===== config.mk =====
export PLATFORM = sky130hd
export DESIGN_NAME = walk_cache_control
export DESIGN_NICKNAME = d
export VERILOG_FILES = /design/src/design/walk_cache_pkg.sv /design/src/design/walk_cache_index.sv /design/src/design/walk_cache_control.sv
export SDC_FILE = /design/constraint.sdc
export NUM_CORES = 1
export LEC_CHECK = 0
export BUFFER_PORTS_ARGS = -buffer_cell sky130_fd_sc_hd__buf_2
export CORE_MARGIN = 2
export CORE_UTILIZATION = 40
export CTS_BUF_LIST = sky130_fd_sc_hd__clkbuf_4 sky130_fd_sc_hd__clkbuf_8 sky130_fd_sc_hd__clkbuf_16
export DETAILED_ROUTE_END_ITERATION = 8
export PLACE_DENSITY_LB_ADDON = 0.1
export SYNTH_ARGS = -nofsm -noshare
export SYNTH_HDL_FRONTEND = slang
export SYNTH_SLANG_ARGS = --single-unit

===== constraint.sdc =====
create_clock -name i_sys_clk -period 3.95 [get_ports i_sys_clk]
set_input_delay 0.1975 -clock i_sys_clk [delete_from_list [all_inputs] [get_ports i_sys_clk]]
set_output_delay 0.1975 -clock i_sys_clk [all_outputs]
set_load 0.03 [all_outputs]

===== src/design/walk_cache_pkg.sv =====
// constants shared by the walk-cache control register block
package walk_cache_pkg;
  // register byte offsets on the wishbone bus
  localparam logic [15:0] WALK_CACHE_CONTROL_OFS     = 16'h8e00;
  localparam logic [15:0] NONSECURE_CONTROL_ZERO_OFS = 16'h8e20;
  localparam logic [15:0] SECURE_CONTROL_ZERO_OFS    = 16'h8e24;
  localparam logic [15:0] SECURE_SCOPE_CONTROL_OFS   = 16'h8e28;
  localparam logic [15:0] SECURE_INITIALISATION_OFS  = 16'h8e2c;

  // reset values
  localparam logic [31:0] WALK_CACHE_CONTROL_RST = 32'h0000_0000;
  localparam logic        CONTROL_BIT_RST        = 1'h0;

  // field positions
  localparam int CONTEXT_TAG_INDEXING_BIT    = 19;
  localparam int S2_LEVEL3_WALK_OFF_BIT      = 15;
  localparam int S2_LEVEL2_WALK_OFF_BIT      = 14;
  localparam int S1_LEVEL0_WALK_OFF_BIT      = 8;
  localparam int TRANSLATION_ENABLE_BIT      = 0;
  localparam int NONSECURE_TUNING_ACCESS_BIT = 0;
  localparam int INVALIDATE_EVERYTHING_BIT   = 0;
  localparam int INVALIDATE_PENDING_BIT      = 1;

  // walk-cache key widths
  localparam int VMID_W     = 16;
  localparam int ASID_W     = 16;
  localparam int VA_W       = 48;
  localparam int PAGE_SHIFT = 12;
  localparam int LEVEL_W    = 2;
endpackage


===== src/design/walk_cache_index.sv =====
// walk-cache index hash over vmid, optional asid and input address
`timescale 1ns/1ps
module walk_cache_index
  import walk_cache_pkg::*;
#(
  parameter int INDEX_W = 8
) (
  input  wire logic [VMID_W-1:0]  i_vmid,
  input  wire logic [ASID_W-1:0]  i_asid,
  input  wire logic [VA_W-1:0]    i_addr,
  input  wire logic               i_stage2,
  input  wire logic [LEVEL_W-1:0] i_level,
  input  wire logic               i_use_asid,
  output logic      [INDEX_W-1:0] o_index
);
  localparam int KEY_W = VMID_W + ASID_W + (VA_W - PAGE_SHIFT) + 1 + LEVEL_W;

  logic [KEY_W-1:0] key;

  // xor-fold the key down to the index width
  function automatic logic [INDEX_W-1:0] fold(input logic [KEY_W-1:0] k);
    logic [INDEX_W-1:0] r;
    r = '0;
    for (int i = 0; i < KEY_W; i++) begin
      r[i % INDEX_W] = r[i % INDEX_W] ^ k[i];
    end
    return fold_done(r);
  endfunction

  function automatic logic [INDEX_W-1:0] fold_done(input logic [INDEX_W-1:0] r);
    return r;
  endfunction

  // asid masked out while i_use_asid is clear, so entries differing only in asid collide
  always_comb begin
    key     = {i_vmid, (i_use_asid ? i_asid : {ASID_W{1'b0}}),
               i_addr[VA_W-1:PAGE_SHIFT], i_stage2, i_level};
    o_index = fold(key);
  end
endmodule


===== src/design/walk_cache_control.sv =====
// walk-cache control register with wishbone slave and lookup gating
//
// The implementer's own choice: the Wishbone register port.
`timescale 1ns/1ps
// What this block does
// non-secure access reads zero and writes drop unless tuning access is granted.
// register writes take effect only while both translation enables are zero.
// software runs invalidate-everything after a change, before enabling translation.
// software keeps auxiliary bits 31:20 and 18:16 at zero.
// bit 19 picks indexing; scheme zero gives same index across asids.
// asid scheme gives distinct indexes; asid-less invalidation scans whole cache.
// bit 15 set stops use of stage 2 level 3 walk cache.
// bit 14 clear keeps stage 2 level 2 walk cache in use.
// every walk-cache level has its own disable bit.
// bit 14 set disables stage 2 level 2 walk cache.
// bits 13:12 and 11:8 disable s2 l1/l0 and s1 l3..l0 caches.
// bit 19 zero means vmid-and-address indexing; reset gives that scheme.
// a disabled level neither hits nor allocates; walks go to memory.
module walk_cache_control
  import walk_cache_pkg::*;
#(
  parameter int INDEX_W = 8
) (
  input  wire logic               i_sys_clk,
  input  wire logic               i_nrst,
  // classic wishbone slave
  input  wire logic               i_wb_cyc,
  input  wire logic               i_wb_stb,
  input  wire logic               i_wb_we,
  input  wire logic [15:0]        i_wb_adr,
  input  wire logic [3:0]         i_wb_sel,
  input  wire logic [31:0]        i_wb_dat,
  input  wire logic               i_wb_tga_ns,
  output logic      [31:0]        o_wb_dat,
  output logic                    o_wb_ack,
  // walk-cache lookup request
  input  wire logic               i_lk_valid,
  input  wire logic               i_lk_stage2,
  input  wire logic [LEVEL_W-1:0] i_lk_level,
  input  wire logic [VMID_W-1:0]  i_lk_vmid,
  input  wire logic [ASID_W-1:0]  i_lk_asid,
  input  wire logic [VA_W-1:0]    i_lk_addr,
  output logic                    o_lk_valid,
  output logic [INDEX_W-1:0]      o_lk_index,
  output logic                    o_lk_cache_use,
  // walk-cache invalidation request
  input  wire logic               i_inv_valid,
  input  wire logic               i_inv_has_asid,
  output logic                    o_inv_valid,
  output logic                    o_inv_scan_all,
  // control levels and the invalidate-everything pulse for the rest of the unit
  output logic                    o_ns_translation_enable,
  output logic                    o_s_translation_enable,
  output logic                    o_invalidate_everything,
  output logic [7:0]              o_walk_off,
  output logic                    o_context_tag_indexing
);
  logic [31:0]        wcc_q;
  logic               ns_en_q;
  logic               s_en_q;
  logic               tuning_q;
  logic               inv_pend_q;
  logic               inv_pulse_q;
  logic               ack_q;
  logic [31:0]        rdat_q;
  logic               req;
  logic               wr;
  logic               tuning_ok;
  logic               wcc_wr;
  logic [31:0]        wcc_d;
  logic [31:0]        rdat_d;
  logic [INDEX_W-1:0] index;
  logic [INDEX_W-1:0] index_no_asid;
  logic               lk_valid_q;
  logic [INDEX_W-1:0] lk_index_q;
  logic               lk_use_q;
  logic               inv_valid_q;
  logic               scan_all_q;

  // byte-lane merge of write data into a word; unselected lanes keep the old bytes
  function automatic logic [31:0] merge(input logic [31:0] old, input logic [31:0] nw,
                                        input logic [3:0] sel);
    return (old & ~{{8{sel[3]}}, {8{sel[2]}}, {8{sel[1]}}, {8{sel[0]}}})
           | (nw & {{8{sel[3]}}, {8{sel[2]}}, {8{sel[1]}}, {8{sel[0]}}});
  endfunction

  // disable bit of a level: stage 1 levels sit at 8..11, stage 2 at 12..15
  function automatic logic level_off(input logic [31:0] ctl, input logic s2,
                                     input logic [LEVEL_W-1:0] lvl);
    return ctl[S1_LEVEL0_WALK_OFF_BIT + {29'h0, s2, lvl}];
  endfunction

  // bus decode; ack_q term makes each request answer exactly once
  assign req       = i_wb_cyc & i_wb_stb & ~ack_q;
  assign wr        = req & i_wb_we;
  assign tuning_ok = ~i_wb_tga_ns | tuning_q;
  assign wcc_wr    = wr & (i_wb_adr[15:2] == WALK_CACHE_CONTROL_OFS[15:2])
                     & tuning_ok & ~ns_en_q & ~s_en_q;
  assign wcc_d     = merge(wcc_q, i_wb_dat, i_wb_sel);

  // ack one cycle after the request, dropped the cycle after
  always_ff @(posedge i_sys_clk or negedge i_nrst) begin
    if (!i_nrst) begin
      ack_q <= 1'h0;
    end else begin
      ack_q <= req;
    end
  end

  // walk-cache control word; aux bits are stored as written, software keeps them zero
  always_ff @(posedge i_sys_clk or negedge i_nrst) begin
    if (!i_nrst) begin
      wcc_q <= WALK_CACHE_CONTROL_RST;
    end else if (wcc_wr) begin
      wcc_q <= wcc_d;
    end
  end

  // translation enables and tuning grant; secure-only ones refuse non-secure writes
  always_ff @(posedge i_sys_clk or negedge i_nrst) begin
    if (!i_nrst) begin
      ns_en_q  <= CONTROL_BIT_RST;
      s_en_q   <= CONTROL_BIT_RST;
      tuning_q <= CONTROL_BIT_RST;
    end else if (wr && i_wb_sel[0]) begin
      if (i_wb_adr[15:2] == NONSECURE_CONTROL_ZERO_OFS[15:2]) begin
        ns_en_q <= i_wb_dat[TRANSLATION_ENABLE_BIT];
      end
      if (!i_wb_tga_ns && i_wb_adr[15:2] == SECURE_CONTROL_ZERO_OFS[15:2]) begin
        s_en_q <= i_wb_dat[TRANSLATION_ENABLE_BIT];
      end
      if (!i_wb_tga_ns && i_wb_adr[15:2] == SECURE_SCOPE_CONTROL_OFS[15:2]) begin
        tuning_q <= i_wb_dat[NONSECURE_TUNING_ACCESS_BIT];
      end
    end
  end

  // invalidate-everything pulse and pending flag; a change wins over a same-cycle clear
  always_ff @(posedge i_sys_clk or negedge i_nrst) begin
    if (!i_nrst) begin
      inv_pulse_q <= 1'h0;
      inv_pend_q  <= 1'h0;
    end else begin
      inv_pulse_q <= wr && i_wb_sel[0] && !i_wb_tga_ns
                     && i_wb_adr[15:2] == SECURE_INITIALISATION_OFS[15:2]
                     && i_wb_dat[INVALIDATE_EVERYTHING_BIT];
      if (wcc_wr && wcc_d != wcc_q) begin
        inv_pend_q <= 1'h1;
      end else if (inv_pulse_q) begin
        inv_pend_q <= 1'h0;
      end
    end
  end

  // read mux; unmapped or refused reads return zero
  always_comb begin
    rdat_d = 32'h0000_0000;
    if (i_wb_adr[15:2] == WALK_CACHE_CONTROL_OFS[15:2]) begin
      rdat_d = tuning_ok ? wcc_q : 32'h0000_0000;
    end else if (i_wb_adr[15:2] == NONSECURE_CONTROL_ZERO_OFS[15:2]) begin
      rdat_d[TRANSLATION_ENABLE_BIT] = ns_en_q;
    end else if (!i_wb_tga_ns && i_wb_adr[15:2] == SECURE_CONTROL_ZERO_OFS[15:2]) begin
      rdat_d[TRANSLATION_ENABLE_BIT] = s_en_q;
    end else if (!i_wb_tga_ns && i_wb_adr[15:2] == SECURE_SCOPE_CONTROL_OFS[15:2]) begin
      rdat_d[NONSECURE_TUNING_ACCESS_BIT] = tuning_q;
    end else if (!i_wb_tga_ns && i_wb_adr[15:2] == SECURE_INITIALISATION_OFS[15:2]) begin
      rdat_d[INVALIDATE_PENDING_BIT] = inv_pend_q;
    end
  end

  // read data captured with the ack
  always_ff @(posedge i_sys_clk or negedge i_nrst) begin
    if (!i_nrst) begin
      rdat_q <= 32'h0000_0000;
    end else if (req && !i_wb_we) begin
      rdat_q <= rdat_d;
    end
  end

  walk_cache_index #(.INDEX_W(INDEX_W)) u_index (
    .i_vmid     (i_lk_vmid),
    .i_asid     (i_lk_asid),
    .i_addr     (i_lk_addr),
    .i_stage2   (i_lk_stage2),
    .i_level    (i_lk_level),
    .i_use_asid (wcc_q[CONTEXT_TAG_INDEXING_BIT]),
    .o_index    (index)
  );

  // reference index with asid removed, read only by the checks below
  walk_cache_index #(.INDEX_W(INDEX_W)) u_index_ref (
    .i_vmid     (i_lk_vmid),
    .i_asid     ({ASID_W{1'b0}}),
    .i_addr     (i_lk_addr),
    .i_stage2   (i_lk_stage2),
    .i_level    (i_lk_level),
    .i_use_asid (1'b0),
    .o_index    (index_no_asid)
  );

  // lookup result: a disabled level is told not to hit or allocate
  always_ff @(posedge i_sys_clk or negedge i_nrst) begin
    if (!i_nrst) begin
      lk_valid_q <= 1'h0;
      lk_index_q <= '0;
      lk_use_q   <= 1'h0;
    end else begin
      lk_valid_q <= i_lk_valid;
      if (i_lk_valid) begin
        lk_index_q <= index;
        lk_use_q   <= ~level_off(wcc_q, i_lk_stage2, i_lk_level);
      end
    end
  end

  // invalidation without asid must scan everything under asid indexing
  always_ff @(posedge i_sys_clk or negedge i_nrst) begin
    if (!i_nrst) begin
      inv_valid_q <= 1'h0;
      scan_all_q  <= 1'h0;
    end else begin
      inv_valid_q <= i_inv_valid;
      scan_all_q  <= i_inv_valid & ~i_inv_has_asid
                     & wcc_q[CONTEXT_TAG_INDEXING_BIT];
    end
  end

  assign o_wb_ack                = ack_q;
  assign o_wb_dat                = rdat_q;
  assign o_lk_valid              = lk_valid_q;
  assign o_lk_index              = lk_index_q;
  assign o_lk_cache_use          = lk_use_q;
  assign o_inv_valid             = inv_valid_q;
  assign o_inv_scan_all          = scan_all_q;
  assign o_ns_translation_enable = ns_en_q;
  assign o_s_translation_enable  = s_en_q;
  assign o_invalidate_everything = inv_pulse_q;
  assign o_walk_off              = wcc_q[15:8];
  assign o_context_tag_indexing  = wcc_q[CONTEXT_TAG_INDEXING_BIT];

  // checks
  property p_ns_read_zero;
    @(posedge i_sys_clk) disable iff (!i_nrst)
    (req && !i_wb_we && i_wb_tga_ns && !tuning_q
     && i_wb_adr[15:2] == WALK_CACHE_CONTROL_OFS[15:2]) |=> (o_wb_ack && o_wb_dat == 32'h0);
  endproperty
  a_ns_read_zero: assert property (p_ns_read_zero) else $error("ns read not zero");
  property p_ns_write_drop;
    @(posedge i_sys_clk) disable iff (!i_nrst)
    (wr && i_wb_tga_ns && !tuning_q && i_wb_adr[15:2] == WALK_CACHE_CONTROL_OFS[15:2])
      |=> $stable(wcc_q);
  endproperty
  a_ns_write_drop: assert property (p_ns_write_drop) else $error("ns write taken");
  property p_write_blocked;
    @(posedge i_sys_clk) disable iff (!i_nrst)
    (wr && (ns_en_q || s_en_q) && i_wb_adr[15:2] == WALK_CACHE_CONTROL_OFS[15:2])
      |=> $stable(wcc_q);
  endproperty
  a_write_blocked: assert property (p_write_blocked) else $error("write while enabled");
  property p_write_taken;
    @(posedge i_sys_clk) disable iff (!i_nrst)
    (wr && !i_wb_tga_ns && !ns_en_q && !s_en_q && i_wb_sel == 4'hf
     && i_wb_adr[15:2] == WALK_CACHE_CONTROL_OFS[15:2]) |=> (wcc_q == $past(i_wb_dat));
  endproperty
  a_write_taken: assert property (p_write_taken) else $error("write lost");
  property p_same_index;
    @(posedge i_sys_clk) disable iff (!i_nrst)
    (i_lk_valid && !wcc_q[CONTEXT_TAG_INDEXING_BIT]) |=> (o_lk_index == $past(index_no_asid));
  endproperty
  a_same_index: assert property (p_same_index) else $error("asid leaked into index");
  property p_scan_all;
    @(posedge i_sys_clk) disable iff (!i_nrst)
    (i_inv_valid && !i_inv_has_asid && wcc_q[CONTEXT_TAG_INDEXING_BIT])
      |=> (o_inv_valid && o_inv_scan_all);
  endproperty
  a_scan_all: assert property (p_scan_all) else $error("no full scan");
  property p_s2l3_off;
    @(posedge i_sys_clk) disable iff (!i_nrst)
    (i_lk_valid && i_lk_stage2 && i_lk_level == 2'h3 && wcc_q[S2_LEVEL3_WALK_OFF_BIT])
      |=> !o_lk_cache_use;
  endproperty
  a_s2l3_off: assert property (p_s2l3_off) else $error("s2 l3 cache used");
  property p_s2l2_on;
    @(posedge i_sys_clk) disable iff (!i_nrst)
    (i_lk_valid && i_lk_stage2 && i_lk_level == 2'h2)
      |=> (o_lk_cache_use == !$past(wcc_q[S2_LEVEL2_WALK_OFF_BIT]));
  endproperty
  a_s2l2_on: assert property (p_s2l2_on) else $error("s2 l2 use wrong");
  property p_s1_off;
    @(posedge i_sys_clk) disable iff (!i_nrst)
    (i_lk_valid && !i_lk_stage2 && wcc_q[S1_LEVEL0_WALK_OFF_BIT + {30'h0, i_lk_level}])
      |=> (o_lk_valid && !o_lk_cache_use);
  endproperty
  a_s1_off: assert property (p_s1_off) else $error("s1 disabled level used");
endmodule


Word-level counts from Yosys, hierarchy flattened
Cells that the tools add are included.
{ "word_totals": {"ff_bits": 82, "input_bits": 144, "out_inout_bits": 57, "elab_cells": 134} }
{ "classes": {"n_addsub": 1, "order_cmp": 1, "eq_ne": 6, "n_mux": 15, "bitwise": 83, "reduce_logical": 15} }
{ "ops": {"columns": ["cell", "count"], "rows": [
  ["$eq A14 B14 Y1 const B", 5],
  ["$and A32 B32 Y32", 2],
  ["$xor A1 B1 Y1", 63],
  ["$mux W32", 1],
  ["$ne A32 B32 Y1", 1],
  ["$not A32 Y32", 1],
  ["$or A32 B32 Y32", 1],
  ["$mux W30", 1],
  ["$mux W16", 1],
  ["$mux W1", 10],
  ["$and A1 B1 Y1", 9],
  ["$logic_and A1 B1 Y1", 9],
  ["$lt A5 B6 Y1 const B", 1],
  ["$not A1 Y1", 6],
  ["$reduce_and A2 Y1", 3],
  ["$add A4 B3 Y5 const A", 1],
  ["$bmux W1 S5", 1],
  ["$logic_not A1 Y1", 2],
  ["$mux W2", 1],
  ["$reduce_bool A2 Y1", 1],
  ["$or A1 B1 Y1", 1]
]} }

Longest topological paths before layout
{ "logic_depth": {"ltp_word": 9, "depth_mapped": 7, "mapped_depth_nobuf": 5} }

Hierarchy
Synthesis repeated with hierarchy kept, for this count alone.
{ "unflattened": {"hier_cells": 333, "hier_area_um2": 4246.6} }
{ "by_module_without_submodules": {"columns": ["mod", "instances", "cells_per_inst", "area_each_um2", "seq_area_each_um2"], "rows": [
  ["walk_cache_control", 1, 269, 3621.0, 2052.0],
  ["walk_cache_index", 1, 64, 625.6, 0.0]
]} }

Worst setup path before layout
Ideal clock, no wire load.
{ "synth_path": {"path_kind": "input port to flip-flop", "from": "input i_wb_adr[4]", "to": "register wcc_q[0]", "arrival_ns": 1.633, "setup_slack_ns": 2.192, "stages": 6, "path_buffers": 1, "cell_sequence": "or4_4 -> a21oi_4 -> and4_4 -> buf_12 -> nand2_8 -> mux2_4"} }
{ "synth_between": {"elab_chain_cells": 5} }
{ "synth_lines": {"columns": ["element", "line", "rtl"], "rows": [
  ["start: declaration", "walk_cache_control.sv:30", "input wire logic [15:0] i_wb_adr,"],
  ["$eq A14 B14 Y1", "walk_cache_control.sv:97", "assign wcc_wr = wr & (i_wb_adr[15:2] == WALK_CACHE_CONTROL_OFS[15:2])"],
  ["$and A1 B1 Y1", "walk_cache_control.sv:97", null],
  ["$and A1 B1 Y1 (3 in series)", "walk_cache_control.sv:98", "& tuning_ok & ~ns_en_q & ~s_en_q;"],
  ["end signal: assignment", "walk_cache_control.sv:115", "wcc_q <= wcc_d;"],
  ["end: declaration", "walk_cache_control.sv:58", "logic [31:0] wcc_q;"]
]} }
Every way passes these cells.
A chain may end at the register's enable or synchronous reset.

Worst setup path after layout
{ "layout_path": {"from": "register ack_q (netlist: o_wb_ack)", "to": "register wcc_q[11]"} }
{ "layout_between": {"elab_chain_cells": 7} }
{ "layout_lines": {"columns": ["element", "line", "rtl"], "rows": [
  ["start: declaration", "walk_cache_control.sv:64", "logic ack_q;"],
  ["start signal: assignment", "walk_cache_control.sv:106", "ack_q <= req;"],
  ["$not A1 Y1", "walk_cache_control.sv:94", "assign req = i_wb_cyc & i_wb_stb & ~ack_q;"],
  ["$and A1 B1 Y1", "walk_cache_control.sv:94", null],
  ["via req", "walk_cache_control.sv:66", "logic req;"],
  ["$and A1 B1 Y1", "walk_cache_control.sv:95", "assign wr = req & i_wb_we;"],
  ["$and A1 B1 Y1", "walk_cache_control.sv:97", null],
  ["$and A1 B1 Y1 (3 in series)", "walk_cache_control.sv:98", null]
]} }
The timed path passes the listed nets, and every way through them passes these cells.

==> flow_summary.json <==
{
  "portBuffers": 186,
  "htree_levels": 3,
  "layout.nets": 674,
  "cts_tree": "built",
  "synth.ff_latch_count": 82,
  "syn_to_final_growth_pct": 27.9,
  "clock_latency_ns": 0.36,
  "timing.fmax_ghz": 0.576,
  "hold_slack_ns": 0.0897,
  "peakVddDrop_mv": 0.199,
  "async_reset_ff_share_pct": 100,
  "critPathMaxFanout": 8,
  "syn_inst": 348,
  "viasPerCell": 4.90,
  "max_stage_delay_ns": 0.39,
  "syn-num-nets": 492,
  "maxCapViolCount": 0,
  "setup_tns_ns": 0,
  "remaining_drc_errors": 0,
  "rsz0062_at_grt": "false",
  "drive_gt1_share_pct": 47.3,
  "clockRootBuffer": "clkbuf_8",
  "period_share_pct": 44.0,
  "yosysSeqAreaShare_pct": 46.9,
  "worstSetupPathType": "flop to flop",
  "yosysTopAreaCell": "dfrtp_1",
  "slew_headroom_pct": 55.6,
  "hp-class": "input pin to flop",
  "final_cell_count_no_fill": 675,
  "synth_edf_count": 0,
  "crit_chain": "and3b_1 -> and2_1 -> and4_4 -> nand2_8 -> mux2_4",
  "antennaDiodeCount": 0,
  "cts-buffers-inserted": 9,
  "wire_per_inst_um": 15.1,
  "ctsResizeCount": 0,
  "place_congestion": 0.810,
  "fp.dieW_um": 109,
  "core_um2": 10700,
  "dpl.hpwl_mm": 7.72,
  "final_common_cell": "buf_2",
  "timing.rr.start": "o_wb_ack",
  "fin_total_pwr_mw": 1.84,
  "startpoint_type": "flop",
  "status": "completed",
  "hold_viol": 0,
  "worstHoldStart": "i_wb_dat[28]",
  "grt_pass1_vias": 3227,
  "rows": 38,
  "grt_pass1_wl_mm": 16.1,
  "slew_violations": 0,
  "grt_max_degree": 49,
  "postCtsSetupRepairBufs": 0,
  "postCtsHoldBufs": 2,
  "clock-sinks": 82,
  "ys.flop_type": "dfrtp_1",
  "routed_wl_mm": 10.2,
  "dr.pass1.iters": 4,
  "die_y_um": 109,
  "postRouteAntennaNets": 0,
  "ys_types": 44,
  "clock_path_buffers": 2,
  "ys_warn_count": 0,
  "place_inst": 657,
  "io_pins": 201,
  "critPathLaunch": "o_wb_ack",
  "drt_iter0_drc": 113,
  "synth_area_leaders": "dfrtp_1, xnor2_1, mux2_4, a22o_1, xor2_1",
  "fin_crit_ns": 1.74,
  "critPathSlowestCell": "dfrtp_1",
  "powerDensity_nw_per_um2": 328,
  "mostFrequentLayoutCells": "buf_2, dfrtp_1, xnor2_1, mux2_4, a22o_1",
  "post_synth.cell_area_avg_um2": 12.6,
  "cp_data_required_time_ns": 4.19,
  "start_util_pct": 40.8,
  "antenna_found_initial": 0,
  "crit_arrival_ns": 1.98,
  "grt_overflow": 0,
  "setup_viol": 0,
  "gr-usage-all-layers_pct": 17.5,
  "path_clk_slew_ns": 0.09,
  "synth_top_area_share_pct": 46.9,
  "tightest_slew_ns": 0.667,
  "fin_skew_ns": 0.0114,
  "synth_area_um2": 4380,
  "die_area_um2": 11800,
  "cp-end-kind": "flop",
  "p_leak_nw": 2.86,
  "dr_total_vias": 3310
}
## stage by stage
stage / util [%] / instance area, um2 / setup slack [ns]
after global placement: 50.1 / 5380 / 1.96
after global routing: 52.1 / 5600 / 2.12
after CTS: 52.1 / 5600 / 2.21
after floorplan: - / 4380 / 2.19
final: 52.1 / 5600 / 2.21
after detailed placement: 50.1 / 5380 / 1.95
## worst max-delay path: cells and delay by family, from the launching register on
| family | cells | cell delay [ns] |
|---|---|---|
| flops | 1 | 0.39 |
| simple gates | 4 | 0.91 |
| mux | 1 | 0.31 |
## synthesized netlist by cell type, types with 4 or more instances
library cell  count
o21ai_0           5
inv_1             6
a21oi_1           8
mux2_4           32
nor2_1           10
xnor2_1          68
xor2_1           23
dfrtp_1          82
nand2_8           4
nand4_1           4
mux2_2            5
buf_4             8
nand2_1          15
clkbuf_1          6
a22o_1           30
## worst paths after layout
kind	endpoint	slack [ns]	cells after the start
max in group asynchronous	o_wb_dat[24]	2.66	3
min in group asynchronous	o_wb_dat[8]	0.39	2
setup / recovery	wcc_q[11]	2.21	5
hold / removal	wcc_q[28]	0.09	2
hold reg to reg	o_wb_dat[0]	0.49	2
setup reg to reg	wcc_q[11]	2.21	5
## metal layers
layer,part of all wire [%],global-route usage (%),vias to the layer above
li1,-,-,1578
met1,42,22.7,1607
met2,48,28.7,115
met3,8.3,5.20,10
met4,0.95,4.40,0
met5,0,0,-
## cells by family after synthesis
logic type	after synthesis	synth area share, %
buf+inv	25	3.29
mux	40	13.5
flops	82	46.9
simple gates	56	8.43
compound gates	54	9.71
xor+xnor	91	18.2
## final cells by class
type                       instances  area, um2
timing repair buffer             190        968
tap                              140        175
multi-input combinational        241       2180
clock buffer                       9        124
inverter                           6       22.5
sequential                        82       2050
fill                            1028       5140
clock inverter                     7       76.3
## flip-flops by register name, indices dropped and copies added, names as in the netlist
signal	cells
o_wb_ack	1
o_lk_valid	1
o_wb_dat	32
inv_pend_q	1
o_s_translation_enable	1
o_inv_scan_all	1
o_lk_index	8
wcc_q	32
o_ns_translation_enable	1
tuning_q	1
o_lk_cache_use	1
o_invalidate_everything	1
o_inv_valid	1
## report_power, final
part	total (mW)	switching, mW	leakage (nW)	internal, mW
clock	0.619	0.323	0.0962	0.296
sequential	0.876	0.0116	1.11	0.864
combinational	0.343	0.189	1.66	0.155
(Power assumes the default switching activity.)
